`src/pkg/plp_defines.vh`:
```
// constants for the programming link physical layer
// Function
// - release disables link unless access enable set
// - frame: start, eight data, parity, two stops
// - data bits go least significant first
// - start bit low, both stop bits high
// - parity is xor of eight data bits
// - break/idle: twelve or more low/high bits
// - change on falling, sample on rising edges
// - default to receive mode awaiting start
// - receive shifts through second stop, presents byte
// - stop bit read zero gives frame error
// - parity mismatch at frame end gives error
// - all zero frame gives break exception
// - transmit loads byte, shifts one frame out
// - drive zeros; ones driven first cycle only
// - low while tristated is collision, stop driving
// - exception enters error state until break
// - guard time plus two idle before the first start after receive
// - guard field defaults to 128 bits
// - error state aborts work until break received
`ifndef PLP_DEFINES_VH
`define PLP_DEFINES_VH
// register byte addresses
`define PLP_A_CTRL      5'h00
`define PLP_A_PCR       5'h04
`define PLP_A_STAT      5'h08
`define PLP_A_RXD       5'h0c
`define PLP_A_TXD       5'h10
// control bits
`define PLP_C_TXMODE    0
`define PLP_C_MEMEN     1
// status bits
`define PLP_S_ACTIVE    0
`define PLP_S_TXBUSY    1
`define PLP_S_ERRST     2
`define PLP_S_RXVALID   3
`define PLP_S_FRAME     4
`define PLP_S_PARITY    5
`define PLP_S_BREAK     6
`define PLP_S_COLL      7
// values and counts
`define PLP_GUARD_RST   8'h80
`define PLP_EN_HIGHS    5'h10
`define PLP_RX_LAST     4'ha
`define PLP_TX_BITS     4'hc
`define PLP_TURN_IDLE   9'h002
`define PLP_RESP_OK     2'h0
`define PLP_RESP_ERR    2'h2
`endif

```
`src/verilog/plp_sync.v`:
```
// two flip-flop synchroniser for pin inputs
module plp_sync #(
	parameter W = 1
) (
	// clock and reset
	input  wire         mclk,
	input  wire         rst,
	// async in, synced out
	input  wire [W-1:0] async_in,
	output reg  [W-1:0] sync_out
);
	reg [W-1:0] meta_q;

	always @(posedge mclk) begin
		if (rst) begin
			meta_q   <= {W{1'b1}};
			sync_out <= {W{1'b1}};
		end else begin
			meta_q   <= async_in;
			sync_out <= meta_q;
		end
	end
endmodule // plp_sync

```
`src/verilog/plp_top.v`:
```
// programming link physical layer with axi4-lite registers
`include "plp_defines.vh"
module plp_top (
	// clock and reset
	input  wire        mclk,
	input  wire        rst,
	// link pins
	input  wire        link_enable_pin,
	input  wire        prog_clock,
	input  wire        prog_data_line_in,
	output reg         prog_data_line_out,
	output reg         prog_data_line_oe,
	// axi4-lite write address
	input  wire [4:0]  s_axi_awaddr,
	input  wire        s_axi_awvalid,
	output reg         s_axi_awready,
	// axi4-lite write data
	input  wire [31:0] s_axi_wdata,
	input  wire [3:0]  s_axi_wstrb,
	input  wire        s_axi_wvalid,
	output reg         s_axi_wready,
	// axi4-lite write response
	output reg  [1:0]  s_axi_bresp,
	output reg         s_axi_bvalid,
	input  wire        s_axi_bready,
	// axi4-lite read address
	input  wire [4:0]  s_axi_araddr,
	input  wire        s_axi_arvalid,
	output reg         s_axi_arready,
	// axi4-lite read data
	output reg  [31:0] s_axi_rdata,
	output reg  [1:0]  s_axi_rresp,
	output reg         s_axi_rvalid,
	input  wire        s_axi_rready
);
	////////////////////////////////////////////////////////////////
	// pin synchronisers and clock edge detection
	wire [2:0] pins_s;
	reg        clk_d_q;
	plp_sync #(
		.W (3)
	) u_sync (
		.mclk     (mclk),
		.rst      (rst),
		.async_in ({link_enable_pin, prog_clock, prog_data_line_in}),
		.sync_out (pins_s)
	);
	wire en_pin = pins_s[2];
	wire din    = pins_s[0];
	always @(posedge mclk) begin
		if (rst)
			clk_d_q <= 1'b1;
		else
			clk_d_q <= pins_s[1];
	end

	wire rise = pins_s[1] & ~clk_d_q;
	wire fall = ~pins_s[1] & clk_d_q;
	////////////////////////////////////////////////////////////////
	// registers and state
	reg        txmode_q;
	reg        memen_q;
	reg [7:0]  guard_q;
	reg [7:0]  rxd_q;
	reg [7:0]  txd_q;
	reg        tx_pend_q;
	reg        rxv_q;
	reg        f_frame_q;
	reg        f_par_q;
	reg        f_brk_q;
	reg        f_coll_q;
	reg        err_q;
	reg        active_q;
	reg [4:0]  highs_q;
	// receiver
	reg        rx_act_q;
	reg [3:0]  rx_cnt_q;
	reg [10:0] rx_sh_q;
	reg        rx_par_q;
	reg        brk_wait_q;
	// transmitter
	reg [1:0]  tx_st_q;
	reg [8:0]  gcnt_q;
	reg [11:0] tx_sh_q;
	reg [3:0]  tx_idx_q;
	reg        lastb_q;
	reg        turn_q;
	localparam TX_IDLE  = 2'b00;
	localparam TX_GUARD = 2'b01;
	localparam TX_FRAME = 2'b10;
	// axi holding registers
	reg        aw_h_q;
	reg        w_h_q;
	reg [4:0]  awa_q;
	reg [31:0] wd_q;
	reg [3:0]  ws_q;
	wire do_wr  = aw_h_q & w_h_q & ~s_axi_bvalid;
	wire wr_st  = do_wr & (awa_q == `PLP_A_STAT) & ws_q[0];
	wire rd_go  = s_axi_arvalid & s_axi_arready;
	wire rd_rxd = rd_go & (s_axi_araddr == `PLP_A_RXD);
	// receiver events for this rising edge
	wire [10:0] rx_nv   = {din, rx_sh_q[10:1]};
	wire        rx_end  = active_q & ~txmode_q & rise & rx_act_q
	                      & (rx_cnt_q == `PLP_RX_LAST);
	wire        ev_brk  = rx_end & (rx_nv == 11'h000);
	wire        ev_fr   = rx_end & ~ev_brk & ~(rx_nv[9] & rx_nv[10]);
	wire        ev_par  = rx_end & ~ev_brk & (rx_par_q != rx_nv[8]);
	wire        ev_ok   = rx_end & ~ev_brk & ~ev_fr & ~ev_par;
	wire        ev_coll = active_q & rise & (tx_st_q == TX_FRAME)
	                      & ~prog_data_line_oe & ~din;
	wire        ev_exc  = ev_fr | ev_par | ev_coll;
	////////////////////////////////////////////////////////////////
	// session enable and disable
	always @(posedge mclk) begin
		if (rst) begin
			active_q <= 1'b0;
			highs_q  <= 5'h00;
		end else if (!active_q) begin
			if (!en_pin || (rise && !din))
				highs_q <= 5'h00;
			else if (rise)
				highs_q <= highs_q + 5'h01;
			if (en_pin && highs_q == `PLP_EN_HIGHS)
				active_q <= 1'b1;
		end else begin
			highs_q <= 5'h00;
			if (!en_pin && !memen_q)
				active_q <= 1'b0;
		end
	end
	////////////////////////////////////////////////////////////////
	// receiver
	always @(posedge mclk) begin
		if (rst || !active_q || txmode_q) begin
			rx_act_q   <= 1'b0;
			rx_cnt_q   <= 4'h0;
			rx_sh_q    <= 11'h7ff;
			rx_par_q   <= 1'b0;
			brk_wait_q <= brk_wait_q & ~rst & active_q;
		end else if (rise) begin
			if (!rx_act_q) begin
				// start on low, high is idle
				if (!din && !brk_wait_q) begin
					rx_act_q <= 1'b1;
					rx_cnt_q <= 4'h0;
					rx_par_q <= 1'b0;
				end
				if (din)
					brk_wait_q <= 1'b0;
			end else begin
				// first bit lands in bit zero
				rx_sh_q <= rx_nv;
				rx_cnt_q <= rx_cnt_q + 4'h1;
				if (rx_cnt_q < 4'h8)
					rx_par_q <= rx_par_q ^ din;
				if (rx_end) begin
					rx_act_q <= 1'b0;
					// a long break must not restart a frame
					// wait out the low level
					brk_wait_q <= ev_brk;
				end
			end
		end
	end
	////////////////////////////////////////////////////////////////
	// exception flags, error state and received byte
	always @(posedge mclk) begin
		if (rst) begin
			err_q     <= 1'b0;
			rxd_q     <= 8'h00;
			rxv_q     <= 1'b0;
			f_frame_q <= 1'b0;
			f_par_q   <= 1'b0;
			f_brk_q   <= 1'b0;
			f_coll_q  <= 1'b0;
		end else begin
			if (ev_exc)
				err_q <= 1'b1;
			else if (ev_brk)
				err_q <= 1'b0;
			if (ev_ok && !err_q) begin
				rxd_q <= rx_nv[7:0];
				rxv_q <= 1'b1;
			end else if (rd_rxd) begin
				rxv_q <= 1'b0;
			end
			// sticky flags, write one clears, set wins
			f_frame_q <= ev_fr | (f_frame_q & ~(wr_st & wd_q[`PLP_S_FRAME]));
			f_par_q   <= ev_par | (f_par_q & ~(wr_st & wd_q[`PLP_S_PARITY]));
			f_brk_q   <= ev_brk | (f_brk_q & ~(wr_st & wd_q[`PLP_S_BREAK]));
			f_coll_q  <= ev_coll | (f_coll_q & ~(wr_st & wd_q[`PLP_S_COLL]));
		end
	end
	////////////////////////////////////////////////////////////////
	// transmitter
	wire tx_go = active_q & txmode_q & tx_pend_q & ~err_q & (tx_st_q == TX_IDLE);
	always @(posedge mclk) begin
		if (rst || !active_q || ev_coll) begin
			tx_st_q            <= TX_IDLE;
			prog_data_line_oe  <= 1'b0;
			prog_data_line_out <= 1'b1;
			lastb_q            <= 1'b1;
			tx_idx_q           <= 4'h0;
			gcnt_q             <= 9'h000;
			tx_sh_q            <= 12'hfff;
		end else begin
			case (tx_st_q)
			TX_IDLE: begin
				if (tx_go) begin
					tx_sh_q  <= {2'b11, ^txd_q, txd_q, 1'b0};
					tx_idx_q <= 4'h0;
					tx_st_q  <= TX_GUARD;
					// guard plus two idle on turnaround
					gcnt_q   <= turn_q ? ({1'b0, guard_q} + `PLP_TURN_IDLE) : 9'h000;
				end
			end
			TX_GUARD: begin
				// leave as soon as the idle falls are spent, so the start bit rides the next fall
				if (gcnt_q == 9'h000)
					tx_st_q <= TX_FRAME;
				else if (fall)
					gcnt_q <= gcnt_q - 9'h001;
			end
			TX_FRAME: begin
				if (fall) begin
					if (tx_idx_q == `PLP_TX_BITS) begin
						prog_data_line_oe  <= 1'b0;
						prog_data_line_out <= 1'b1;
						lastb_q            <= 1'b1;
						tx_st_q            <= TX_IDLE;
					end else begin
						prog_data_line_out <= tx_sh_q[0];
						prog_data_line_oe  <= ~tx_sh_q[0] | ~lastb_q;
						lastb_q            <= tx_sh_q[0];
						tx_sh_q  <= {1'b1, tx_sh_q[11:1]};
						tx_idx_q <= tx_idx_q + 4'h1;
					end
				end
			end
			default: tx_st_q <= TX_IDLE;
			endcase
		end
	end
	// the first frame after receive owes the guard time
	always @(posedge mclk) begin
		if (rst || !txmode_q)
			turn_q <= 1'b1;
		else if (tx_go)
			turn_q <= 1'b0;
	end
	////////////////////////////////////////////////////////////////
	// axi4-lite write channel
	always @(posedge mclk) begin
		if (rst) begin
			aw_h_q        <= 1'b0;
			w_h_q         <= 1'b0;
			awa_q         <= 5'h00;
			wd_q          <= 32'h0000_0000;
			ws_q          <= 4'h0;
			s_axi_awready <= 1'b0;
			s_axi_wready  <= 1'b0;
			s_axi_bvalid  <= 1'b0;
			s_axi_bresp   <= `PLP_RESP_OK;
		end else begin
			s_axi_awready <= ~aw_h_q & ~(s_axi_awvalid & s_axi_awready);
			s_axi_wready  <= ~w_h_q & ~(s_axi_wvalid & s_axi_wready);
			if (s_axi_awvalid && s_axi_awready) begin
				aw_h_q <= 1'b1;
				awa_q  <= s_axi_awaddr;
			end
			if (s_axi_wvalid && s_axi_wready) begin
				w_h_q <= 1'b1;
				wd_q  <= s_axi_wdata;
				ws_q  <= s_axi_wstrb;
			end
			if (do_wr) begin
				aw_h_q       <= 1'b0;
				w_h_q        <= 1'b0;
				s_axi_bvalid <= 1'b1;
				case (awa_q)
				`PLP_A_CTRL, `PLP_A_PCR, `PLP_A_STAT, `PLP_A_TXD:
					s_axi_bresp <= `PLP_RESP_OK;
				default:
					s_axi_bresp <= `PLP_RESP_ERR;
				endcase
			end else if (s_axi_bready) begin
				s_axi_bvalid <= 1'b0;
			end
		end
	end
	// software writable fields
	always @(posedge mclk) begin
		if (rst) begin
			txmode_q  <= 1'b0;
			memen_q   <= 1'b0;
			guard_q   <= `PLP_GUARD_RST;
			txd_q     <= 8'h00;
			tx_pend_q <= 1'b0;
		end else begin
			if (do_wr && ws_q[0] && awa_q == `PLP_A_CTRL) begin
				txmode_q <= wd_q[`PLP_C_TXMODE];
				memen_q  <= wd_q[`PLP_C_MEMEN];
			end
			if (do_wr && ws_q[0] && awa_q == `PLP_A_PCR)
				guard_q <= wd_q[7:0];
			if (do_wr && ws_q[0] && awa_q == `PLP_A_TXD) begin
				txd_q     <= wd_q[7:0];
				tx_pend_q <= 1'b1;
			end else if (tx_go || !txmode_q) begin
				tx_pend_q <= 1'b0;
			end
			if (ev_exc || err_q || !active_q)
				txmode_q <= 1'b0;
		end
	end
	////////////////////////////////////////////////////////////////
	// axi4-lite read channel
	wire [7:0] stat = {f_coll_q, f_brk_q, f_par_q, f_frame_q, rxv_q, err_q,
	                   (tx_st_q != TX_IDLE) | tx_pend_q, active_q};
	always @(posedge mclk) begin
		if (rst) begin
			s_axi_arready <= 1'b0;
			s_axi_rvalid  <= 1'b0;
			s_axi_rdata   <= 32'h0000_0000;
			s_axi_rresp   <= `PLP_RESP_OK;
		end else begin
			s_axi_arready <= ~s_axi_rvalid & ~rd_go;
			if (rd_go) begin
				s_axi_rvalid <= 1'b1;
				s_axi_rresp  <= `PLP_RESP_OK;
				case (s_axi_araddr)
				`PLP_A_CTRL: s_axi_rdata <= {30'h0, memen_q, txmode_q};
				`PLP_A_PCR:  s_axi_rdata <= {24'h0, guard_q};
				`PLP_A_STAT: s_axi_rdata <= {24'h0, stat};
				`PLP_A_RXD:  s_axi_rdata <= {24'h0, rxd_q};
				`PLP_A_TXD:  s_axi_rdata <= {24'h0, txd_q};
				default: begin
					s_axi_rdata <= 32'h0000_0000;
					s_axi_rresp <= `PLP_RESP_ERR;
				end
				endcase
			end else if (s_axi_rready) begin
				s_axi_rvalid <= 1'b0;
			end
		end
	end
endmodule // plp_top

```
`config.mk`:
```
export PLATFORM = sky130hd
export DESIGN_NAME = plp_top
export DESIGN_NICKNAME = d
export VERILOG_FILES = /design/src/verilog/plp_sync.v /design/src/verilog/plp_top.v
export VERILOG_INCLUDE_DIRS = /design/src /design/src/pkg
export SDC_FILE = /design/constraint.sdc
export NUM_CORES = 1
export LEC_CHECK = 0
export CAP_MARGIN = 30
export CORE_AREA = 2 2 126 140
export DETAILED_ROUTE_END_ITERATION = 10
export DIE_AREA = 0 0 128 142
export DONT_BUFFER_PORTS = 1
export MAX_ROUTING_LAYER = met4
export PLACE_DENSITY_LB_ADDON = 0.25
export RECOVER_POWER = 50
export SLEW_MARGIN = 20
export SYNTH_ARGS = -nofsm -noshare
export SYNTH_HDL_FRONTEND = slang
export SYNTH_SLANG_ARGS = --single-unit
```
`constraint.sdc`:
```
create_clock -name mclk -period 4.4 [get_ports mclk]
set_clock_uncertainty 0.1 [all_clocks]
set_input_delay 0 -clock mclk [delete_from_list [all_inputs] [get_ports mclk]]
set_output_delay 0 -clock mclk [all_outputs]
set_load 0.01 [all_outputs]
```
# Word-level counts from Yosys, hierarchy flattened
# Cells that the tools add are included.
[word_totals]
register_bits = 151
inputBits = 56
out_inout_bits = 43
wordCells = 250
[op_classes]
add_sub_neg = 5
n_lt_le_gt_ge = 1
n_eq_ne = 22
muxes = 49
n_bitwise = 75
n_reduce_logical = 56
[ops]
columns = ["op", "count"]
rows = [
  ["1-bit bitwise AND", 42],
  ["8-bit case mux with 5 select lines", 1],
  ["12-bit 2-to-1 mux", 3],
  ["9-bit 2-to-1 mux", 4],
  ["1-bit 2-to-1 mux", 26],
  ["1-bit inverter", 24],
  ["12-bit case mux with 2 select lines", 1],
  ["4-bit 2-to-1 mux", 5],
  ["2-bit nonzero test", 10],
  ["9-bit case mux with 2 select lines", 1],
  ["5-bit by 4-bit == test with 1-bit output (second input constant)", 3],
  ["5-bit == test (second input constant)", 3],
  ["2-bit 2-to-1 mux", 6],
  ["2-bit != test (second input constant)", 6],
  ["4-bit AND reduction", 3],
  ["1-bit logical AND", 11],
  ["11-bit zero test", 1],
  ["5-bit by 3-bit == test with 1-bit output (second input constant)", 2],
  ["5-bit zero test", 2],
  ["8-bit by 2-bit adder with 9-bit output (second input constant)", 1],
  ["9-bit zero test", 1],
  ["9-bit by 1-bit subtractor with 9-bit output (second input constant)", 1],
  ["4-bit by 1-bit adder with 4-bit output (second input constant)", 2],
  ["4-bit == test (second input constant)", 2],
  ["other kinds (22)", 47],
]

# Longest topological paths before layout
# Gate-level depths: netlist (run 1).
[logic_depth]
ltp_word = 14
ltp_mapped = 8
mapped_depth_nobuf = 7

# Cells and area by module
# A second synthesis (run 1) with hierarchy kept.
[unflattened]
hier_cells = 655
hier_area_um2 = 5552.8
[modules_own_cells]
columns = ["module", "n_inst", "cells_per_inst", "area_per_inst_um2", "seq_area_each_um2"]
rows = [
  ["plp_top", 1, 643, 5395.2, 2332.2],
  ["plp_sync", 1, 12, 157.7, 120.1],
]

# Worst setup path after synthesis (run 1)
# Ideal clock, no wire load.
[synth_timing]
path_kind = "register -> register"
startpoint = "register gcnt_q[0]"
endpoint = "register gcnt_q[8]"
setup_ns = 0.066
arrival_time_ns = 1.780
t_required_ns = 4.234
setup_slack_ns = 2.454
path_stages_with_launch = 8
n_path_buf = 0
synth_period_minus_slack_ns = 1.946
cell_sequence = "dfxtp_1 -> inv_1 -> ha_1 -> or4b_4 -> or3_4 -> a21oi_2 -> o21ai_1 -> a21oi_2"
[synth_via]
elab_chain_len = 4
word_cells_on_any_way = 7
classes_between = "add/sub (1); eq/ne (1); mux (3); reduce/logical (2)"
[synth_rtl]
columns = ["element", "line_no", "text"]
rows = [
  ["from (decl)", "plp_top.v:83", "reg [8:0] gcnt_q;"],
  ["from (signal assigned)", "plp_top.v:214", "gcnt_q <= turn_q ? ({1'b0, guard_q} + `PLP_TURN_IDLE) : 9'h000;"],
  ["from (signal assigned)", "plp_top.v:222", "gcnt_q <= gcnt_q - 9'h001;"],
  ["9-bit by 1-bit subtractor with 9-bit output", "plp_top.v:222", ""],
  ["9-bit 2-to-1 mux", "plp_top.v:221", "else if (fall)"],
  ["9-bit 2-to-1 mux", "plp_top.v:219", "if (gcnt_q == 9'h000)"],
  ["9-bit case mux with 2 select lines", "plp_top.v:207", "case (tx_st_q)"],
]
# Several ways; a longest one is shown, not always the timed one. The select of a mux whose other input is x is not followed.
# A chain may end at the register's enable or synchronous reset.

# Worst setup path in the final report (run 1)
[layout_timing]
startpoint = "register u_sync.sync_out[1]"
endpoint = "register rxd_q[1]"
[layout_via]
elab_chain_len = 12
word_cells_on_any_way = 14
classes_between = "bitwise (13); reduce/logical (1)"
[layout_rtl]
columns = ["element", "line_no", "text"]
rows = [
  ["from (decl)", "plp_sync.v:10", "output reg [W-1:0] sync_out"],
  ["from (signal assigned)", "plp_sync.v:17", "sync_out <= {W{1'b1}};"],
  ["from (signal assigned)", "plp_sync.v:20", "sync_out <= meta_q;"],
  ["1-bit bitwise AND (*)", "plp_top.v:57", "wire rise = pins_s[1] & ~clk_d_q;"],
  ["1-bit bitwise AND (*) (3 in series)", "plp_top.v:103", "wire rx_end = active_q & ~txmode_q & rise & rx_act_q"],
  ["1-bit bitwise AND", "plp_top.v:105", "wire ev_brk = rx_end & (rx_nv == 11'h000);"],
  ["1-bit inverter", "plp_top.v:106, plp_top.v:107, plp_top.v:108", ""],
  ["1-bit bitwise AND (*)", "plp_top.v:106, plp_top.v:107, plp_top.v:108", ""],
  ["1-bit bitwise AND", "plp_top.v:106", "wire ev_fr = rx_end & ~ev_brk & ~(rx_nv[9] & rx_nv[10]);"],
  ["1-bit inverter", "plp_top.v:108", "wire ev_ok = rx_end & ~ev_brk & ~ev_fr & ~ev_par;"],
  ["1-bit bitwise AND", "plp_top.v:108", ""],
  ["1-bit bitwise AND (*)", "plp_top.v:108", ""],
  ["1-bit logical AND (*)", "plp_top.v:181", "if (ev_ok && !err_q) begin"],
  ["to (signal assigned)", "plp_top.v:182", "rxd_q <= rx_nv[7:0];"],
  ["to (decl)", "plp_top.v:64", "reg [7:0] rxd_q;"],
]
# Mark *: on every way between the ends. The rest lies on a longest branch, timed or not.

==> results.py, run 1 <==
metrics = {
    "outcome": {
        "status": "finished, final reports clean",
    },
    "synth": {
        "synth.cell_area_um2": 5600,
        "synth-warning-count": 0,
        "ys_types": 64,
        "synth_cells": 645,
        "synth_area_per_cell_um2": 8.68,
        "synth-edff-count": 1,
        "ys_async_sr_fraction_pct": 0,
        "yosys_register_bits": 122,
        "ys_seq_area_share_pct": 43.8,
        "synth_area_leaders": "dfxtp_1 43%, mux2i_1 6.3%, nand2_1 6.2%",
        "synth_top_cell_area_share_pct": 43.2,
        "synthFlopType": "dfxtp_1",
        "synth_largest_area_cell": "dfxtp_1",
    },
    "cells_and_area": {
        "utilization_pct": 39.8,
        "layout_common_cells": "121 x dfxtp_1, 94 x nand2_1, 57 x nor2_1, 46 x a21oi_1, 45 x dlygate4sd3_1",
        "diodes": 0,
        "final_nets": 743,
        "layout_commonest_cell": "dfxtp_1",
        "area_delta_synth_final_pct": 19.2,
        "drive_gt1_share_pct": 7.66,
        "nFillCells": 1693,
        "seqCellArea_um2": 2450,
        "multiInputGateArea_um2": 2860,
    },
    "drt": {
        "drt-total-wl_um": 13900,
        "via_per_inst": 5.11,
        "first_pass_iters": 4,
        "ant_nets": 0,
        "vias": 4600,
        "first_iter_violations": 260,
        "drc": 0,
        "wl_per_cell_um": 15.4,
    },
    "die": {
        "core_um2": 16800,
        "dieArea_um2": 18200,
        "fp.dieH_um": 142,
        "num_rows": 50,
        "start_util_pct": 33.4,
        "pin_count": 99,
        "chipWidth_um": 128,
    },
    "run": {
        "drv_cap": 0,
    },
    "clocking": {
        "numCtsBuffers": 17,
        "clock_latency_ps": 430,
        "cts_tree": "yes",
        "cts-root-buf": "clkbuf_16",
        "cts.sinks": 122,
        "cts-resized-gates": 0,
        "clkTransAtPathRegs_ps": 60,
        "clockBufferDepth": 2,
        "postCtsSetupBuffers": 0,
        "cts_htree_levels": 4,
    },
    "global_route": {
        "grt_pass1_vias": 4594,
        "overflow": 0,
        "antenna_found_initial": 0,
        "grt_pass1_wl_um": 22800,
        "grt_max_degree": 65,
        "track_usage_pct": 16.4,
    },
    "critical_path": {
        "cp-start-kind": "register",
        "crit_path_start": "u_sync.sync_out[1]$_SDFF_PP1_",
        "arrival_ps": 3020,
        "r2r-start": "u_sync.sync_out[1]$_SDFF_PP1_",
        "critPathCaptureType": "register",
        "crit_required_ps": 4590,
        "crit_fanout": 16,
        "crit_type": "register to register",
    },
    "power_and_ir_drop": {
        "leakage_nw": 2.65,
        "vdd_drop_max_v": 0.000247,
        "power_density_nw_per_um2": 389,
    },
    "hold_path": {
        "holdCritPathClass": "input pin to register",
        "worstHoldStart": "s_axi_araddr[0]",
    },
    "timing": {
        "hold_viol": 0,
        "finalMaxSlewViolations": 0,
        "fin_crit_ps": 2820,
        "setup-violations-final": 0,
        "period_share_pct": 64.2,
        "max-slew-margin-rel_pct": 12.4,
        "max_freq_ghz": 0.354,
        "tightestPinTransition_ps": 1310,
        "fin_tns_setup_ps": 0,
        "rsz0062_at_grt": "false",
    },
    "placement": {
        "port_buffers": 0,
        "gp_routability_congestion": 0.799,
        "dp_hpwl_um": 9800,
    },
}
[cells by family (layout without fill, tap and decap cells)]
group	Yosys count	after routing	synth area share [%]
adder cells (fa/ha/maj)	8	8	1.79
flip-flops	122	122	43.8
AND/OR/NAND/NOR	264	264	23.4
other	1	26	0.0669
XOR/XNOR	18	18	2.81
AO/OA/AOI/OAI	128	128	14.9
buffers and inverters	67	89	6.52
multiplexers	37	37	6.66
[registers in the layout (all words and copies together) (netlist names), 2 cells and up]
name and cells:
highs_q 5, gcnt_q 9, txd_q 8, tx_sh_q 10
rx_sh_q 10, guard_q 8, wd_q 8, tx_idx_q 4
awa_q 5, u_sync.meta_q 3, u_sync.sync_out 3, s_axi_rdata 8
rxd_q 8, rx_cnt_q 4, tx_st_q 2
[cell usage after synthesis (all sizes together) (2+ instances only)]
master / instances
or2: 10
a32o: 2
a22o: 9
dfxtp: 121
mux2i: 35
inv: 9
a21oi: 48
nand3: 32
mux2: 2
o211ai: 9
a31oi: 6
a311oi: 2
clkbuf: 21
xnor2: 9
o31ai: 2
or4: 2
nor2b: 5
nand4: 6
buf: 37
a22oi: 17
nor4b: 3
nand2b: 11
and2: 4
o22ai: 4
nor4: 5
ha: 8
or3: 5
nor3: 10
xor2: 9
or4b: 3
nand2: 94
nor2: 57
nand3b: 5
o21ai: 21
nor3b: 2
a31o: 2
and3: 4
[cell type report]
cell class,count,share of cell area (%)
multi-input combinational,481,42.8
sequential,122,36.7
timing repair buffer,48,7.29
clock buffer,18,6.74
tap,208,3.90
clock inverter,14,2.02
inverter,9,0.506
[stage by stage]
stage	instances	cell area, µm²	worst slack [ps]	power [mW]	hold WS, ps
floorplan	670	5700	2450	1.22	3.78
global placement	821	5640	1710	1.21	-15.3
detailed placement	822	5640	1650	1.21	-13.2
CTS	900	6710	1630	2.62	12.1
global route	900	6680	1430	2.69	58.3
finish	900	6680	1580	2.60	47.9
[worst paths after layout]
| path | slack, ps | cells after the start | to |
|---|---|---|---|
| setup / recovery | 1580 | 5 | rxd_q[1]$_SDFFE_PP0P_ |
| hold / removal | 50 | 4 | s_axi_rdata[3]$_SDFFE_PP0P_ |
| setup reg to reg | 1580 | 5 | rxd_q[1]$_SDFFE_PP0P_ |
| hold reg to reg | 310 | 1 | u_sync.sync_out[2]$_SDFF_PP1_ |
[report_power, final]
part / internal (mW) / switching, mW
registers: 1.12 / 0.0192
clock network: 0.820 / 0.544
logic: 0.0433 / 0.0485
total: 1.98 / 0.612
[critical path: stages (launching register included)]
cell     delay [ps]
dfxtp_1         440
nor2b_1         520
and2_1          570
nand4_1         650
mux2i_1         360
nor2_1           60
[routing by layer]
layer / part of all wire, % / up-vias / global-route usage [%]
met1: 46 / 2178 / 19.4
met2: 48 / 102 / 26.2
met4: 1.7 / 0 / 6.30
li1: - / 2297 / -
met3: 4.4 / 23 / 5.00
met5: 0 / - / -
[what timing repair did]
item	CTS	global route
hold buffers	46	0
endpoints found under the hold margin	80	0
setup endpoints to repair	0	0
Note: power is estimated with default switching activity, not from simulation.
==> run 2, diff against run 1 <==
--- a/config.mk
+++ b/config.mk
@@ -6,10 +6,11 @@
 export SDC_FILE = /design/constraint.sdc
 export NUM_CORES = 1
 export LEC_CHECK = 0
+export ABC_AREA = 1
 export CAP_MARGIN = 30
-export CORE_AREA = 2 2 126 140
+export CORE_AREA = 2 2 129 144
 export DETAILED_ROUTE_END_ITERATION = 10
-export DIE_AREA = 0 0 128 142
+export DIE_AREA = 0 0 131 146
 export DONT_BUFFER_PORTS = 1
 export MAX_ROUTING_LAYER = met4
 export PLACE_DENSITY_LB_ADDON = 0.25
==> constraint.sdc (replaced) <==
create_clock -name mclk -period 2.6 [get_ports mclk]
set_clock_uncertainty 0.1 [all_clocks]
set_input_delay 0 -clock mclk [delete_from_list [all_inputs] [get_ports mclk]]
set_output_delay 0 -clock mclk [all_outputs]
set_load 0.01 [all_outputs]
==> run 2 against run 1 <==
Compared with the run above: worst setup slack worse by 1300 ps; largest power group unchanged; synthesized cell count is 27% higher; die area is 5.2% higher; highest routed layer unchanged; core utilization is 0.11 points lower; sequential power is 69% higher.
==> results.py, run 2 <==
metrics = {
    "global_route": {
        "grt_pass1_vias": 4780,
        "grt_max_degree": 38,
        "grt_pass1_wl_um": 24000,
        "overflow": 0,
        "track_usage_pct": 16.5,
        "antenna_found_initial": 0,
    },
    "cells_and_area": {
        "area_delta_synth_final_pct": 18.3,
        "drive_gt1_share_pct": 7.48,
        "nFillCells": 1841,
        "layout_common_cells": "160 x nand2_1, 121 x dfxtp_1, 102 x nor2_1, 85 x inv_1, 66 x o21ai_0",
        "seqCellArea_um2": 2450,
        "top_regs": "rx_sh_q (10), tx_sh_q (10), gcnt_q (9)",
        "diodes": 0,
        "final_nets": 920,
        "layout_commonest_cell": "nand2_1",
        "multiInputGateArea_um2": 2800,
    },
    "critical_path": {
        "arrival_ps": 2570,
        "crit_slowest_cell": "dlygate4sd3_1",
        "rr_worst_depth": 6,
        "r2r-start": "clk_d_q$_SDFF_PP1_",
        "cp_slowest_stage_delay_ps": 650,
        "crit_required_ps": 2850,
        "crit_type": "input pin to register",
        "crit_path_start": "s_axi_araddr[0]",
        "critPathCaptureType": "register",
        "r2r_slack_ps": 330,
        "cp_cell_sequence": "dlygate4sd3_1, nor2_2, dlygate4sd3_1, nand2_1, nor2_1, nand2_1, o21ai_0, o21ai_0, a21oi_1",
        "crit_fanout": 14,
        "cp-start-kind": "input pin",
    },
    "power_and_ir_drop": {
        "leakage_nw": 2.93,
        "vdd_drop_max_v": 0.000460,
        "p_total_mw": 4.55,
        "power_density_nw_per_um2": 652,
    },
    "clocking": {
        "numCtsBuffers": 17,
        "clockBufferDepth": 2,
        "clkTransAtPathRegs_ps": 50,
        "cts-resized-gates": 0,
        "cts_tree": "yes",
        "cts_htree_levels": 4,
        "cts.sinks": 122,
        "cts-root-buf": "clkbuf_16",
        "clock_latency_ps": 420,
    },
    "timing": {
        "fin_crit_ps": 2330,
        "fin_ws_ps": 274,
        "finalMaxSlewViolations": 0,
        "max_freq_ghz": 0.430,
        "rsz0062_at_grt": "false",
        "hold_viol": 0,
        "tightestPinTransition_ps": 1090,
        "setup-violations-final": 0,
        "max-slew-margin-rel_pct": 27.5,
        "period_share_pct": 89.5,
        "fin_tns_setup_ps": 0,
    },
    "placement": {
        "port_buffers": 0,
        "dp_hpwl_um": 10200,
        "place_ws_ps": 770,
        "gp_routability_congestion": 0.858,
    },
    "synth": {
        "synth_largest_area_cell": "dfxtp_1",
        "synth-edff-count": 1,
        "synth_cells": 817,
        "synth_area_leaders": "dfxtp_1 41%, nand2_1 10%, nor2_1 6.2%",
        "ys_async_sr_fraction_pct": 0,
        "ys_types": 44,
        "synthFlopType": "dfxtp_1",
        "synth_commonest_cells": "159 x nand2_1, 121 x dfxtp_1, 98 x nor2_1, 84 x inv_1, 66 x o21ai_0",
        "synth.cell_area_um2": 5890,
        "synth_top_cell_area_share_pct": 41.1,
        "yosys_register_bits": 122,
        "synth_area_per_cell_um2": 7.21,
        "ys_seq_area_share_pct": 41.6,
        "synthMostInstantiatedCell": "nand2_1",
        "synth-warning-count": 0,
    },
    "hold_path": {
        "holdCritPathClass": "input pin to register",
        "worstHoldStart": "s_axi_araddr[1]",
        "holdPathStages": 5,
    },
    "drt": {
        "vias": 5142,
        "wl_per_cell_um": 13.3,
        "first_iter_violations": 310,
        "ant_nets": 0,
        "first_pass_iters": 5,
        "via_per_inst": 4.64,
        "drc": 0,
        "drt-total-wl_um": 14700,
    },
    "die": {
        "num_rows": 51,
        "dieArea_um2": 19100,
        "fp.dieH_um": 146,
        "core_um2": 17500,
        "start_util_pct": 33.6,
        "pin_count": 99,
        "chipWidth_um": 131,
    },
    "outcome": {
        "status": "finished, final reports clean",
    },
    "run": {
        "drv_cap": 0,
    },
}
run 2: cell count changes in the layout (fill, tap and decap cells not counted), moves of 7 or more:
cell / change
inv_1: +76
nand2_1: +66
o21ai_0: +52
nor2_1: +45
mux2i_1: -35
nand3_1: +24
a22oi_1: -16
a21oi_1: +13
nand4_1: +13
nand2b_1: -9
a211oi_1: +7
a22o_1: -7
or2_2: +7
run 2: metal layers:
| layer | vias to the layer above | part of all wire, % | GRT usage (%) |
|---|---|---|---|
| met3 | 22 | 3.9 | 4.30 |
| met2 | 107 | 48 | 25.6 |
| met5 | - | 0 | - |
| met4 | 0 | 2.0 | 6.01 |
| li1 | 2702 | - | - |
| met1 | 2311 | 46 | 20.6 |
run 2: final cells by class:
type	instances	share of cell area (%)
timing repair buffer	46	6.53
clock buffer	25	7.11
inverter	94	5.12
multi-input combinational	575	40.2
clock inverter	7	1.62
sequential	122	35.2
tap	238	4.27
run 2: final timing paths:
check	to
setup / recovery	s_axi_rdata[7]$_SDFFE_PP0P_
hold reg to reg	u_sync.sync_out[0]$_SDFF_PP1_
hold / removal	s_axi_rdata[2]$_SDFFE_PP0P_
setup reg to reg	rx_cnt_q[1]$_SDFFE_PN0P_
run 2: through the flow:
step / util, % / hold WS, ps / area (µm²) / std cells
global route: 39.7 / 71.1 / 6970 / 1107
CTS: 40.0 / 26.8 / 7020 / 1107
detailed placement: 34.0 / -19.9 / 5970 / 1032
global placement: 34.0 / -19.6 / 5970 / 1032
floorplan: - / 3.81 / 5990 / 842
finish: 39.7 / 46.2 / 6970 / 1107
run 2: worst max-delay path, delay by kind of cell:
family                 cells  cell delay, ps
AO/OA/AOI/OAI              3             390
buffers and inverters      2            1210
AND/OR/NAND/NOR            4             960
run 2: power breakdown:
| part | internal (mW) | leakage (nW) | total [mW] | switching [mW] |
|---|---|---|---|---|
| registers | 1.90 | 0.993 | 1.93 | 0.0222 |
| logic | 0.0758 | 1.64 | 0.197 | 0.121 |
| clock network | 1.60 | 0.297 | 2.42 | 0.821 |
| total | 3.58 | 2.93 | 4.55 | 0.964 |
run 2: repair_timing:
item / 4_1_cts / 5_1_grt
hold endpoints to repair: 90 / 0
setup buffers: 0 / 0
hold buffers: 43 / 0
run 2: kinds of logic after synthesis:
kind of cell / count (synthesis) / share of synthesized area (%)
XOR/XNOR: 10 / 1.49
adder cells (fa/ha/maj): 8 / 1.70
flip-flops: 122 / 41.6
other: 1 / 0.0636
buffers and inverters: 145 / 11.8
AO/OA/AOI/OAI: 157 / 14.7
AND/OR/NAND/NOR: 374 / 28.7
==> run 3, diff against run 2 <==
--- a/config.mk
+++ b/config.mk
@@ -8,9 +8,9 @@
 export LEC_CHECK = 0
 export ABC_AREA = 1
 export CAP_MARGIN = 30
-export CORE_AREA = 2 2 129 144
+export CORE_AREA = 2 2 151 123
 export DETAILED_ROUTE_END_ITERATION = 10
-export DIE_AREA = 0 0 131 146
+export DIE_AREA = 0 0 153 125
 export DONT_BUFFER_PORTS = 1
 export MAX_ROUTING_LAYER = met4
 export PLACE_DENSITY_LB_ADDON = 0.25
==> run 3 against run 2 <==
Compared with the run above: combinational power down 9%; critical path type unchanged; clock-buffer cell count down 4; highest routed layer unchanged; largest power group unchanged; sequential cell count stayed put; critical endpoint unchanged.
==> results.py, run 3 (synthesized netlist as in run 2, its figures left out) <==
metrics = {
    "drt": {
        "ant_nets": 0,
        "wl_per_cell_um": 13.5,
        "first_iter_violations": 332,
        "drt-total-wl_um": 14700,
        "drc": 0,
        "via_per_inst": 4.68,
        "first_pass_iters": 5,
        "vias": 5088,
    },
    "die": {
        "num_rows": 44,
        "dieArea_um2": 19100,
        "core_um2": 17800,
        "chipWidth_um": 153,
        "fp.dieH_um": 125,
        "start_util_pct": 33.1,
        "pin_count": 99,
    },
    "placement": {
        "place_ws_ps": 717,
        "dp_hpwl_um": 10400,
        "gp_routability_congestion": 0.862,
        "port_buffers": 0,
    },
    "critical_path": {
        "crit_fanout": 14,
        "rr_worst_depth": 9,
        "crit_type": "input pin to register",
        "critPathCaptureType": "register",
        "cp-start-kind": "input pin",
        "r2r_slack_ps": 310,
        "r2r_end": "tx_sh_q[9]$_SDFFE_PP1P_",
        "crit_required_ps": 2850,
        "arrival_ps": 2620,
        "r2r-start": "tx_st_q[1]$_SDFFE_PP0P_",
    },
    "global_route": {
        "met3_usage_pct": 4.51,
        "grt_pass1_vias": 4768,
        "track_usage_pct": 16.3,
        "met1_usage_pct": 22.2,
        "antenna_found_initial": 0,
        "grt_pass1_wl_um": 24400,
        "busiest_layer": "met2",
        "grt_max_degree": 38,
        "overflow": 0,
        "use_met2_pct": 24.0,
    },
    "cells_and_area": {
        "drive_gt1_share_pct": 8.04,
        "top_regs": "rx_sh_q (10), tx_sh_q (10), gcnt_q (9)",
        "layout_common_cells": "160 x nand2_1, 121 x dfxtp_1, 102 x nor2_1, 84 x inv_1, 66 x o21ai_0",
        "layout_commonest_cell": "nand2_1",
        "area_delta_synth_final_pct": 17.7,
        "diodes": 0,
        "final_nets": 910,
        "utilization_pct": 39.0,
    },
    "hold_path": {
        "holdPathEnd": "s_axi_rdata[1]$_SDFFE_PP0P_",
        "holdCritPathClass": "input pin to register",
        "worstHoldStart": "s_axi_araddr[4]",
        "holdPathStages": 7,
    },
    "clocking": {
        "cts.sinks": 122,
        "cts-root-buf": "clkbuf_16",
        "cts_htree_levels": 4,
        "clockBufferDepth": 2,
        "clock_latency_ps": 410,
        "clkTransAtPathRegs_ps": 60,
        "postCtsSetupBuffers": 0,
        "postCtsHoldBufs": 32,
        "cts_tree": "yes",
        "cts-resized-gates": 0,
        "numCtsBuffers": 17,
    },
    "power_and_ir_drop": {
        "leakage_nw": 2.92,
        "vdd_drop_max_v": 0.000445,
        "power_density_nw_per_um2": 696,
        "p_total_mw": 4.83,
    },
    "timing": {
        "max_freq_ghz": 0.421,
        "hold_viol": 0,
        "tightestPinTransition_ps": 1040,
        "max-slew-margin-rel_pct": 30.7,
        "rsz0062_at_grt": "false",
        "fin_tns_setup_ps": 0,
        "period_share_pct": 91.4,
        "fin_ws_ps": 223,
        "setup-violations-final": 0,
        "finalMaxSlewViolations": 0,
        "fin_crit_ps": 2380,
        "hold_ws_ps": 60.9,
    },
    "run": {
        "drv_cap": 0,
    },
    "outcome": {
        "status": "finished, final reports clean",
    },
}
run 3: changes by cell type in the layout (fill, tap and decap cells not counted), moves of 3 or more:
cell	previous run	this run
clkbuf_1	6	3
clkinv_4	0	3
dlygate4sd3_1	42	31
clkinv_2	4	1
bufinv_16	3	6
run 3: per-stage QoR:
| stage | instance area, µm² | instances |
|---|---|---|
| after floorplan | 5990 | 842 |
| after global placement | 5970 | 1025 |
| after detailed placement | 5970 | 1025 |
| after CTS | 6980 | 1088 |
| after global routing | 6940 | 1088 |
| final | 6940 | 1088 |
run 3: worst max-delay path by stage:
stage / slack (ps) / startpoint / to
floorplan: 1050 / tx_idx_q[0]$_SDFFE_PP0P_ / tx_sh_q[9]$_SDFFE_PP1P_
global placement: 720 / tx_idx_q[0]$_SDFFE_PP0P_ / tx_sh_q[7]$_SDFFE_PP1P_
detailed placement: 720 / tx_idx_q[0]$_SDFFE_PP0P_ / tx_sh_q[6]$_SDFFE_PP1P_
CTS: 350 / s_axi_araddr[0] / s_axi_rdata[2]$_SDFFE_PP0P_
global route: 60 / tx_st_q[1]$_SDFFE_PP0P_ / tx_sh_q[9]$_SDFFE_PP1P_
finish: 220 / s_axi_araddr[0] / s_axi_rdata[7]$_SDFFE_PP0P_
run 3: area by class of cell:
cell class                      count  area, µm²
Clock buffer                       21        470
Clock inverter                     10        214
Fill cell                        1838      10800
Inverter                           94        357
Multi-Input combinational cell    575       2800
Sequential cell                   122       2450
Tap cell                          230        288
Timing Repair Buffer               36        353
run 3: layer usage:
layer  part of all wire [%]  vias to the layer above  wire (µm)
met3                    5.0                       10        734
met4                   0.70                        0        102
li1                       -                     2677          -
met2                     44                      106       6490
met5                      0                        -          0
met1                     50                     2295       7350
run 3: critical path: stages:
cell,delay [ps]
dlygate4sd3_1,580
nor2_2,470
dlygate4sd3_1,650
nand2_1,60
nor2_1,370
nand2_1,80
o21ai_0,80
o21ai_0,160
a21oi_1,160
run 3: report_power, final:
| group | internal [mW] | switching, mW | leakage [nW] |
|---|---|---|---|
| clock | 1.87 | 0.849 | 0.330 |
| combinational | 0.0616 | 0.118 | 1.60 |
| sequential | 1.90 | 0.0205 | 0.993 |
